File: src/hw/acw_pkg.sv
// Purpose: Constants shared by the converter control block
// Assumes: Registers sit on the 8-bit special-function register port
// Notes: Offsets are byte addresses on that port
package acw_pkg;
    // ==========================================================
    // Register addresses
    localparam logic [7:0] ADDR_CHANNEL = 8'hbb;
    localparam logic [7:0] ADDR_CONFIG = 8'hbc;
    localparam logic [7:0] ADDR_RESULT = 8'hbe;
    localparam logic [7:0] ADDR_LOWER = 8'hc4;
    localparam logic [7:0] ADDR_UPPER = 8'hc5;
    localparam logic [7:0] ADDR_CONTROL = 8'he8;
    // ==========================================================
    // Reset values
    localparam logic [7:0] RST_CHANNEL = 8'h00;
    localparam logic [7:0] RST_CONFIG = 8'hf8;
    localparam logic [7:0] RST_RESULT = 8'h00;
    localparam logic [7:0] RST_LOWER = 8'hff;
    localparam logic [7:0] RST_UPPER = 8'h00;
    // ==========================================================
    // Control register fields
    localparam int CTL_ENABLE = 7;
    localparam int CTL_TRACK_MODE = 6;
    localparam int CTL_DONE = 5;
    localparam int CTL_BUSY = 4;
    localparam int CTL_WINDOW = 3;
    // Configuration register fields
    localparam int CFG_DIV_LSB = 3;
    localparam int CFG_UNUSED = 2;
    // Start mode codes
    localparam logic [2:0] START_SOFTWARE = 3'h0;
    localparam logic [2:0] START_TIMER0 = 3'h1;
    localparam logic [2:0] START_TIMER2 = 3'h2;
    localparam logic [2:0] START_TIMER1 = 3'h3;
    // ==========================================================
    // Timing in conversion clocks
    localparam logic [3:0] TRACK_CLOCKS = 4'h3;
    localparam logic [3:0] CONVERT_CLOCKS = 4'h8;
endpackage : acw_pkg

File: src/hw/acw_adc_control.sv
// Purpose: Control side of an 8-bit converter with window detector
// Assumes: Register port and all inputs synchronous to clk
// Notes: Read data appears one cycle after the read strobe
`timescale 1ns/1ps

// Summary of operation
// - Negative codes 0-7 pick port pins; top bit set picks ground.
// - Ground negative input means single-ended, otherwise differential.
// - Positive codes 0-7 port pins, 8 temperature, 9 supply, rest reserved.
// - Conversion clock is system clock over divider field plus one, bits 7-3.
// - Gain code 00,01,10,11 gives gain 0.5,1,2,4.
// - Configuration bit 2 reads zero, writes ignored.
// - Result holds last conversion byte, unsigned or signed by mode.
// - Enable clear is shutdown; set is active and ready.
// - Normal track mode tracks always except during conversion.
// - Done flag sets at conversion end and holds until cleared.
// - Writing busy one starts conversion only with start mode 000.
// - Window flag sets on match and holds until cleared.
// - Start mode picks software, timer 0, timer 2, timer 1 or pin edge.
// - Low-power modes 000-011 track three conversion clocks, then convert.
// - Low-power pin mode tracks while pin low, converts on rising edge.
// - Every result is compared against both limits to set window flag.
// - Inside or outside detection follows only from the limit values.
// - Lower below upper flags results strictly between them.
// - Compare unsigned in single-ended, signed in differential mode.
// - Busy high during conversion; its fall sets the done flag.
// - Timer 2 trigger uses low overflow in 8-bit, high in 16-bit.
// - Conversion takes at least eight conversion clocks after tracking.
module acw_adc_control #(
    parameter int DATA_W = 8
) (
    // System
    input wire logic clk,
    input wire logic reset,
    // Register port
    input wire logic [7:0] sfr_addr,
    input wire logic sfr_wr,
    input wire logic sfr_rd,
    input wire logic [7:0] sfr_wdata,
    output logic [7:0] sfr_rdata,
    // Start sources
    input wire logic timer0_ovf,
    input wire logic timer1_ovf,
    input wire logic timer2_low_ovf,
    input wire logic timer2_high_ovf,
    input wire logic timer2_split,
    input wire logic external_start_pin,
    // Analog core
    input wire logic [DATA_W-1:0] sar_data,
    output logic [3:0] negative_input_code,
    output logic [3:0] positive_input_code,
    output logic negative_ground,
    output logic single_ended,
    output logic [1:0] amplifier_gain_code,
    output logic converter_enable,
    output logic conversion_clock,
    output logic track_hold,
    output logic converting,
    output logic conversion_done_flag,
    output logic window_match_flag
);

    // ==========================================================
    // Registers
    typedef enum logic [1:0] {ACW_IDLE, ACW_TRACK, ACW_CONVERT} acw_state_t;
    acw_state_t state_r;
    logic [7:0] channel_r;
    logic [7:0] config_r;
    logic [7:0] result_r;
    logic [7:0] lower_r;
    logic [7:0] upper_r;
    logic enable_r, track_mode_r, done_r, window_r;
    logic [2:0] start_mode_r;
    logic [4:0] div_cnt_r;
    logic tick;
    logic [3:0] step_r;
    logic pin_prev_r;
    logic trigger, pin_rise, finish, match;

    // Window compare in the mode of the current channel selection
    function automatic logic window_hit(input logic [7:0] res, input logic [7:0] lo,
                                        input logic [7:0] hi, input logic sgn);
        logic [7:0] r, l, h;
        r = {res[7] ^ sgn, res[6:0]};
        l = {lo[7] ^ sgn, lo[6:0]};
        h = {hi[7] ^ sgn, hi[6:0]};
        if (l < h) begin
            window_hit = (r > l) && (r < h);
        end else begin
            window_hit = (r < h) || (r > l);
        end
    endfunction : window_hit

    wire logic wr_ctl = sfr_wr && (sfr_addr == acw_pkg::ADDR_CONTROL);
    wire logic diff_mode = !channel_r[7];

    // ==========================================================
    // Register writes
    always_ff @(posedge clk) begin
        if (reset) begin
            channel_r <= acw_pkg::RST_CHANNEL;
            config_r <= acw_pkg::RST_CONFIG;
            lower_r <= acw_pkg::RST_LOWER;
            upper_r <= acw_pkg::RST_UPPER;
        end else if (sfr_wr) begin
            if (sfr_addr == acw_pkg::ADDR_CHANNEL) begin
                channel_r <= sfr_wdata;
            end
            if (sfr_addr == acw_pkg::ADDR_CONFIG) begin
                config_r <= sfr_wdata & 8'hfb;
            end
            if (sfr_addr == acw_pkg::ADDR_LOWER) begin
                lower_r <= sfr_wdata;
            end
            if (sfr_addr == acw_pkg::ADDR_UPPER) begin
                upper_r <= sfr_wdata;
            end
        end
    end

    always_ff @(posedge clk) begin
        if (reset) begin
            enable_r <= 1'b0;
            track_mode_r <= 1'b0;
            start_mode_r <= 3'h0;
        end else if (wr_ctl) begin
            enable_r <= sfr_wdata[acw_pkg::CTL_ENABLE];
            track_mode_r <= sfr_wdata[acw_pkg::CTL_TRACK_MODE];
            start_mode_r <= sfr_wdata[2:0];
        end
    end

    // Hardware set wins over a software clear in the same cycle
    always_ff @(posedge clk) begin
        if (reset) begin
            done_r <= 1'b0;
            window_r <= 1'b0;
            result_r <= acw_pkg::RST_RESULT;
        end else begin
            if (finish) begin
                result_r <= sar_data;
            end else if (sfr_wr && sfr_addr == acw_pkg::ADDR_RESULT) begin
                result_r <= sfr_wdata;
            end
            if (finish) begin
                done_r <= 1'b1;
            end else if (wr_ctl) begin
                done_r <= sfr_wdata[acw_pkg::CTL_DONE];
            end
            if (finish && match) begin
                window_r <= 1'b1;
            end else if (wr_ctl) begin
                window_r <= sfr_wdata[acw_pkg::CTL_WINDOW];
            end
        end
    end

    assign match = window_hit(sar_data, lower_r, upper_r, diff_mode);

    // ==========================================================
    // Read port
    always_ff @(posedge clk) begin
        if (reset) begin
            sfr_rdata <= 8'h00;
        end else if (sfr_rd) begin
            unique case (sfr_addr)
                acw_pkg::ADDR_CHANNEL: sfr_rdata <= channel_r;
                acw_pkg::ADDR_CONFIG: sfr_rdata <= config_r & 8'hfb;
                acw_pkg::ADDR_RESULT: sfr_rdata <= result_r;
                acw_pkg::ADDR_LOWER: sfr_rdata <= lower_r;
                acw_pkg::ADDR_UPPER: sfr_rdata <= upper_r;
                acw_pkg::ADDR_CONTROL: sfr_rdata <= {enable_r, track_mode_r, done_r,
                                                     state_r != ACW_IDLE, window_r, start_mode_r};
                default: sfr_rdata <= 8'h00;
            endcase
        end
    end

    // ==========================================================
    // Conversion clock divider; runs only while enabled to save power
    always_ff @(posedge clk) begin
        if (reset || !enable_r) begin
            div_cnt_r <= 5'h00;
        end else if (state_r == ACW_IDLE && trigger) begin
            // Restart on a start so no partial conversion clock is counted
            div_cnt_r <= 5'h00;
        end else if (div_cnt_r >= config_r[7:acw_pkg::CFG_DIV_LSB]) begin
            div_cnt_r <= 5'h00;
        end else begin
            div_cnt_r <= div_cnt_r + 5'h01;
        end
    end

    assign tick = enable_r && (div_cnt_r >= config_r[7:acw_pkg::CFG_DIV_LSB]);

    always_ff @(posedge clk) begin
        if (reset) begin
            conversion_clock <= 1'b0;
        end else begin
            conversion_clock <= enable_r && (div_cnt_r <= {1'b0, config_r[7:4]});
        end
    end

    // ==========================================================
    // Start selection
    always_ff @(posedge clk) begin
        if (reset) begin
            pin_prev_r <= 1'b1;
        end else begin
            pin_prev_r <= external_start_pin;
        end
    end

    assign pin_rise = external_start_pin && !pin_prev_r;

    always_comb begin
        trigger = 1'b0;
        if (start_mode_r[2]) begin
            trigger = pin_rise;
        end else begin
            unique case (start_mode_r[1:0])
                acw_pkg::START_SOFTWARE[1:0]: trigger = wr_ctl && sfr_wdata[acw_pkg::CTL_BUSY];
                acw_pkg::START_TIMER0[1:0]: trigger = timer0_ovf;
                acw_pkg::START_TIMER2[1:0]: trigger = timer2_split ? timer2_low_ovf : timer2_high_ovf;
                acw_pkg::START_TIMER1[1:0]: trigger = timer1_ovf;
            endcase
        end
    end

    // ==========================================================
    // Track and convert sequence
    assign finish = (state_r == ACW_CONVERT) && tick && (step_r == acw_pkg::CONVERT_CLOCKS - 4'h1);

    always_ff @(posedge clk) begin
        if (reset || !enable_r) begin
            state_r <= ACW_IDLE;
            step_r <= 4'h0;
        end else begin
            unique case (state_r)
                ACW_IDLE: begin
                    step_r <= 4'h0;
                    if (trigger) begin
                        state_r <= (track_mode_r && !start_mode_r[2]) ? ACW_TRACK : ACW_CONVERT;
                    end
                end
                ACW_TRACK: begin
                    if (tick) begin
                        if (step_r == acw_pkg::TRACK_CLOCKS - 4'h1) begin
                            state_r <= ACW_CONVERT;
                            step_r <= 4'h0;
                        end else begin
                            step_r <= step_r + 4'h1;
                        end
                    end
                end
                ACW_CONVERT: begin
                    if (finish) begin
                        state_r <= ACW_IDLE;
                    end else if (tick) begin
                        step_r <= step_r + 4'h1;
                    end
                end
            endcase
        end
    end

    // ==========================================================
    // Outputs to the analog core
    always_ff @(posedge clk) begin
        if (reset) begin
            negative_input_code <= 4'h0;
            positive_input_code <= 4'h0;
            negative_ground <= 1'b0;
            single_ended <= 1'b0;
            amplifier_gain_code <= 2'h0;
            converter_enable <= 1'b0;
            track_hold <= 1'b0;
            converting <= 1'b0;
            conversion_done_flag <= 1'b0;
            window_match_flag <= 1'b0;
        end else begin
            negative_input_code <= channel_r[7:4];
            positive_input_code <= channel_r[3:0];
            negative_ground <= channel_r[7];
            single_ended <= channel_r[7];
            amplifier_gain_code <= config_r[1:0];
            converter_enable <= enable_r;
            if (!enable_r) begin
                track_hold <= 1'b0;
            end else if (!track_mode_r) begin
                track_hold <= (state_r != ACW_CONVERT);
            end else if (start_mode_r[2]) begin
                track_hold <= (state_r == ACW_IDLE) && !external_start_pin;
            end else begin
                track_hold <= (state_r == ACW_TRACK);
            end
            converting <= enable_r && (state_r == ACW_CONVERT) && !finish;
            conversion_done_flag <= done_r;
            window_match_flag <= window_r;
        end
    end

    // ==========================================================
    // Checks
    // Cycles spent converting; a divider change during a conversion voids the length check
    logic [8:0] conv_cyc_r;
    logic cfg_moved_r;

    always_ff @(posedge clk) begin
        if (reset || state_r != ACW_CONVERT) begin
            conv_cyc_r <= 9'h000;
        end else begin
            conv_cyc_r <= conv_cyc_r + 9'h001;
        end
    end

    always_ff @(posedge clk) begin
        if (reset || state_r == ACW_IDLE) begin
            cfg_moved_r <= 1'b0;
        end else if (sfr_wr && sfr_addr == acw_pkg::ADDR_CONFIG) begin
            cfg_moved_r <= 1'b1;
        end
    end

    a_gnd_single: assert property (@(posedge clk) disable iff (reset)
        ##1 single_ended == $past(channel_r[7]) && negative_ground == single_ended)
        else $error("single-ended mode does not follow ground selection");
    a_cfg_bit2: assert property (@(posedge clk) disable iff (reset)
        sfr_rd && sfr_addr == acw_pkg::ADDR_CONFIG |=> !sfr_rdata[acw_pkg::CFG_UNUSED])
        else $error("configuration bit 2 read as one");
    a_div_tick: assert property (@(posedge clk) disable iff (reset)
        tick && $stable(config_r) |-> div_cnt_r == config_r[7:3] ##1 div_cnt_r == 5'h00)
        else $error("divider tick at wrong count");
    a_done_set: assert property (@(posedge clk) disable iff (reset)
        finish |=> done_r && result_r == $past(sar_data) && state_r == ACW_IDLE)
        else $error("completion did not load result and flag");
    a_sw_start: assert property (@(posedge clk) disable iff (reset)
        state_r == ACW_IDLE && enable_r && wr_ctl && sfr_wdata[7] && sfr_wdata[4]
        && !track_mode_r && start_mode_r == 3'h0 |=> state_r == ACW_CONVERT)
        else $error("busy write did not start conversion");
    a_track_len: assert property (@(posedge clk) disable iff (reset)
        state_r == ACW_TRACK && tick && step_r == 4'h2 && enable_r && !(wr_ctl && !sfr_wdata[7])
        |=> state_r == ACW_CONVERT && step_r == 4'h0)
        else $error("tracking period not three clocks");
    a_conv_len: assert property (@(posedge clk) disable iff (reset)
        finish && !cfg_moved_r |-> 10'(conv_cyc_r) + 10'h001 >= {2'h0, config_r[7:3], 3'h0} + 10'h008)
        else $error("conversion shorter than eight clocks");
    a_window_set: assert property (@(posedge clk) disable iff (reset)
        finish && match |=> window_r ##1 window_match_flag)
        else $error("window match did not raise flag");
    a_shutdown: assert property (@(posedge clk) disable iff (reset)
        !enable_r |=> state_r == ACW_IDLE && !converting)
        else $error("converter active while disabled");

endmodule : acw_adc_control

File: config.mk
export PLATFORM = sky130hd
export DESIGN_NAME = acw_adc_control
export DESIGN_NICKNAME = d
export VERILOG_FILES = /design/src/hw/acw_pkg.sv /design/src/hw/acw_adc_control.sv
export SDC_FILE = /design/constraint.sdc
export NUM_CORES = 1
export LEC_CHECK = 0
export BUFFER_PORTS_ARGS = -buffer_cell sky130_fd_sc_hd__buf_2
export CAP_MARGIN = 20
export CORE_MARGIN = 4
export CORE_UTILIZATION = 42
export CTS_CLUSTER_DIAMETER = 30
export DETAILED_ROUTE_END_ITERATION = 8
export PLACE_DENSITY = 0.7
export SYNTH_ARGS = -nofsm -noshare
export SYNTH_HDL_FRONTEND = slang
export SYNTH_SLANG_ARGS = --single-unit
File: constraint.sdc
create_clock -name clk -period 2.4 [get_ports clk]
set_input_delay 0.36 -clock clk [delete_from_list [all_inputs] [get_ports clk]]
set_output_delay 0.36 -clock clk [all_outputs]
set_load 0.01 [all_outputs]
Yosys cells after proc, flatten, opt, wreduce, memory -nomap -nowiden
Index checks and enable logic that the tools add are counted.

RAM bits: 0. Flip-flop bits (word level): 83. Bits in read-only memories: 0. Output and inout port bits: 26. Input port bits: 34. Word-level logic and storage cells: 117. Bits in latches: 0. Memories: 0.

Reduce and logical (&&, ||, !) cells: 37. Bitwise logic cells: 4. Multiply operators: 0. Shifts and indexed selects: 0. $add $sub $neg: 2. Magnitude comparators: 5. Mux-type cells: 24. Divide/modulo/power cells: 0. Eq/ne operators: 20.

Operators with widths (count): $eq A8 B8 Y1 const B (6); $pmux W8 S6 (1); $lt A8 B8 Y1 (2); $mux W4 (4); $mux W8 (2); $logic_and A1 B1 Y1 (15); $ne A2 B2 Y1 const B (7); $pmux W4 S3 (1); $mux W2 (5); $mux W1 (9); $gt A8 B8 Y1 (1); $reduce_and A2 Y1 (4); $reduce_bool A2 Y1 (4); $eq A2 B2 Y1 const B (3); $logic_not A1 Y1 (6); $pmux W2 S3 (1); $add A5 B1 Y5 const B (1); $ge A5 B5 Y1 (1); $le A5 B4 Y1 (1); $add A4 B1 Y4 const B (1); $eq A2 B1 Y1 const B (2); $eq A4 B2 Y1 const B (1); $eq A4 B3 Y1 const B (1); $logic_not A2 Y1 (2); 8 further kinds (11).

Depth between registers and ports, before layout
Word-level depth: 7. Depth in mapped cells: 9. Depth with buffers taken out: 8.

Worst setup path after synthesis
No wires, ideal clock.

Path type: register to register. Start: register config_r[5]. End: register result_r[0]. Library setup time: 144 ps. Required time: 2256 ps. Slack: 362 ps. Stages on the path, launching flop included: 10. Path buffers: 2. Period minus slack after synthesis: 2038 ps. Arrival: 1894 ps. Cells stage by stage: dfxtp_1 > inv_1 > ha_1 > a21o_1 > a31oi_1 > o21ai_1 > nand3_1 > clkbuf_1 > buf_2 > a311oi_2.

Longest elaborated chain between the ends: 5.

RTL lines: start, declared (line acw_adc_control.sv:68) `logic [7:0] config_r;`; start signal, assigned (line acw_adc_control.sv:102) `config_r <= acw_pkg::RST_CONFIG;`; start signal, assigned (line acw_adc_control.sv:110) `config_r <= sfr_wdata & 8'hfb;`; $ge A5 B5 Y1 * (line acw_adc_control.sv:194) `assign tick = enable_r && (div_cnt_r >= config_r[7:acw_pkg::CFG_DIV_LSB]);`; $logic_and A1 B1 Y1 * (line acw_adc_control.sv:194); $logic_and A1 B1 Y1 * (2 in a row) (line acw_adc_control.sv:232) `assign finish = (state_r == ACW_CONVERT) && tick && (step_r == acw_pkg::CONVERT_CLOCKS - 4'h1);`; $mux W8 or $reduce_bool A2 Y1 (tied branches); end signal, assigned (line acw_adc_control.sv:138) `result_r <= acw_pkg::RST_RESULT;`; end signal, assigned (line acw_adc_control.sv:141) `result_r <= sar_data;`; end signal, assigned (line acw_adc_control.sv:143) `result_r <= sfr_wdata;`; end, declared (line acw_adc_control.sv:69) `logic [7:0] result_r;`.

Mark *: on every way between the ends. The rest lies on a longest branch, timed or not. A chain may end at the register's enable or synchronous reset.

Worst setup path after layout
Start: register div_cnt_r[0]. End: register state_r[0].

Longest elaborated chain between the ends: 6.

RTL lines: start, declared (line acw_adc_control.sv:74) `logic [4:0] div_cnt_r;`; start signal, assigned (line acw_adc_control.sv:190) `div_cnt_r <= div_cnt_r + 5'h01;`; $ge A5 B5 Y1 * (line acw_adc_control.sv:194); $logic_and A1 B1 Y1 * (line acw_adc_control.sv:194); $logic_and A1 B1 Y1 (2 in a row) (line acw_adc_control.sv:232); $ne A2 B2 Y1 (no line); $reduce_and A4 Y1 (no line) *; end signal, assigned (line acw_adc_control.sv:243) `state_r <= (track_mode_r && !start_mode_r[2]) ? ACW_TRACK : ACW_CONVERT;`; end, declared (line acw_adc_control.sv:66) `acw_state_t state_r;`.

Marks and branches as above.

==> metrics <==
final worst path period share 93.2%; Reg area 1640 µm²; Post-CTS Setup Inserts 0; ys async rst share 0%; # rows 36; DRC viols 0; Cell Pwr Density 486 nW/µm²; headroom to the max-slew limit 60.4%; Critical Path Fanout Max 5; CTS buffer count 9; Synth area leaders dfxtp_1, ha_1, nand2_1; Ys Warns 0; Synth top area share 37.7%; max-cap viol count 0; WP data arrival 2.52 ns; fin area 4950 µm²; area of the multi-input gates 2480 µm²; clk root buf clkbuf_8; worst-path cell chain inv_1 > ha_1 > nand2b_1 > a31oi_1 > o21ai_1 > buf_4 > nand4_1 > a221oi_1 > mux2i_1; Yosys reg bits 82; post-cts resize count 0; Syn Nets 577; total die area 12100 µm²; Mapped Cells 507; TritonRoute pass-1 iters 6; Post-synth EDFFs 0; # diodes 0; Vias 3974; Max Transition Viols Final 0; Synth Area per Inst 8.60 µm²; setup_tns 0 ns; # fillers 972; Lkg Pwr 0.00210 µW; RSZ-0062 raised after global routing false; Crit Path Class reg2reg; Core ar. 9950 µm²; 1st-iter DRT viols 275; io pins 60; DPL Wire Length 8650 µm; Final setup viols 0; crit end category flop; number of global-route vias before repair 3831; fin crit period 2.24 ns; H-tree depth 3; Netlist cell types 57; max incr delay on CP 0.46 ns; Main synth FF type dfxtp_1; WL final 11500 µm; routability cong. 0.852; area grow syn2layout 13.5%; Final Skew 0.0117 ns; nets@finish 633; WP data required 2.68 ns; Initial Util 43.8%; CTS tree built; Total GRT Usage 19.7%; total design power 2400 µW; register area share after synthesis 37.7%; I/O Buffers 59; grt total ovfl 0; worst skew pair latency 0.36 ns; Post-Synthesis Cell Area 4360 µm²; Yosys top cell by area dfxtp_1; Clock Sinks 82; Final Hold Vio Count 0; drt wl/cell 16.4 µm; VDD IR max 0.298 mV; DP Area 4790 µm²; first-pass GRT wire length 18700 µm; CP Capture Point state_r[0]$_SDFFE_PP0P_; setup slack, reg-to-reg 0.16 ns; Tightest Pin Transition 0.588 ns; Worst-path clk slew 0.08 ns; FF-to-FF Start div_cnt_r[0]$_SDFF_PP0_; max frequency 447 MHz; crit start category flop; CTS max path bufs 2; Die Height 110 µm; ratio of cells with drive above 1 in the final layout 19.4%; status complete, no violations; R2R depth 9; largest net degree at the start of global routing 43; Die W 110 µm; Slowest cell on crit path a221oi_1; Final Core Density 49.7%; RR Endpoint state_r[0]$_SDFFE_PP0P_; final antenna-violating net count 0; initial antenna violation count 0; # hold bufs at CTS 0; Critical Path Source div_cnt_r[0]$_SDFF_PP0_; worst hold path class in2reg; vias per cell 5.68
## cells in the final DEF (no fill, tap or decap), types with 3 or more instances in the layout
cell,instances
a221oi_1,6
buf_4,14
inv_1,26
nor2b_1,15
nand3_1,33
ha_1,36
buf_2,59
nand2b_1,5
a222oi_1,8
o21ai_0,11
a21o_1,5
a211oi_1,10
clkbuf_8,9
nand3b_1,9
a211o_1,6
xor2_1,4
nor3b_1,3
a31oi_1,4
nor3_1,4
a311oi_2,8
nand4b_1,3
mux2i_1,6
nand4_1,3
nand2_1,80
clkinv_2,4
nor2_1,31
a21oi_1,40
and3_1,7
or4_1,3
dfxtp_1,82
## power breakdown
part | internal (µW) | switching (µW) | leakage [µW]
clock network | 362 | 494 | 0.0000806
registers | 1370 | 5.30 | 0.000663
logic | 64.4 | 108 | 0.00136
total | 1790 | 608 | 0.00210
## metrics by stage
| stage | setup WS [ns] | std cells | hold WS [ns] |
|---|---|---|---|
| after floorplan | 0.362 | 507 | 0.430 |
| after global placement | 0.200 | 685 | 0.443 |
| after detailed placement | 0.198 | 685 | 0.451 |
| after CTS | 0.179 | 700 | 0.246 |
| after global routing | 0.0413 | 700 | 0.243 |
| final | 0.163 | 700 | 0.264 |
## layer usage
layer	track usage (%)	vias to the layer above	share of wire [%]
met2	32.0	164	46
met3	4.52	14	7.6
met5	0	-	0
met4	4.01	0	0.97
met1	26.9	1869	45
li1	-	1927	-
## flip-flops by register name, summed over array words and instances, names as in the netlist, 2 cells and up
signal,flops
channel_r,8
amplifier_gain_code,2
upper_r,8
start_mode_r,3
state_r,2
sfr_rdata,8
config_r,7
lower_r,8
result_r,8
step_r,4
positive_input_code,4
negative_input_code,4
div_cnt_r,5
## cell families after synthesis
logic type / after synthesis / synth area share [%]
fa+ha+maj: 36 / 10.3
xor+xnor: 6 / 1.21
flops: 82 / 37.7
buf+inv: 55 / 5.48
mux: 8 / 1.89
compound gates: 109 / 18.3
simple gates: 211 / 25.2
## Yosys cell counts, types with 3 or more instances
library cell / number
and3_1: 7
mux2i_1: 6
nand4_1: 3
a211o_1: 6
o21ai_0: 11
nand2b_1: 5
a21oi_1: 40
nand3b_1: 9
xor2_1: 4
inv_1: 26
dfxtp_1: 82
nor2b_1: 15
a311oi_2: 8
nand4b_1: 3
clkbuf_1: 17
a21o_1: 5
ha_1: 36
nand3_1: 33
nor3b_1: 3
nand2_1: 80
a211oi_1: 10
a31oi_1: 4
a221oi_1: 6
a222oi_1: 8
or4_1: 3
buf_2: 5
nor3_1: 4
buf_4: 3
nor2_1: 31
## how the worst min path moves through the flow
stage	start	end	cells past startpoint
after global placement	div_cnt_r[0]$_SDFF_PP0_	div_cnt_r[0]$_SDFF_PP0_	1
after global routing	external_start_pin	pin_prev_r$_SDFF_PP1_	2
after CTS	external_start_pin	pin_prev_r$_SDFF_PP1_	2
final	external_start_pin	pin_prev_r$_SDFF_PP1_	2
after floorplan	div_cnt_r[0]$_SDFF_PP0_	div_cnt_r[0]$_SDFF_PP0_	1
after detailed placement	div_cnt_r[0]$_SDFF_PP0_	div_cnt_r[0]$_SDFF_PP0_	1
## worst max-delay path, delay by kind of cell, from the launching register on
family / cells / cell delay (ns)
flip-flops: 1 / 0.38
AND/OR/NAND/NOR: 2 / 0.19
AO/OA/AOI/OAI: 3 / 0.82
buffers and inverters: 2 / 0.25
multiplexers: 1 / 0.25
adder cells (fa/ha/maj): 1 / 0.26
## final cells by class
| class | instances | area share, % |
|---|---|---|
| well taps | 133 | 3.36 |
| clock inverters | 6 | 0.708 |
| flip-flops and latches | 82 | 33.2 |
| clock buffers | 9 | 2.50 |
| multi-input cells | 370 | 50.1 |
| inverters | 27 | 2.05 |
| repair buffers | 73 | 8.10 |
Note: power is estimated with default switching activity, not from simulation.
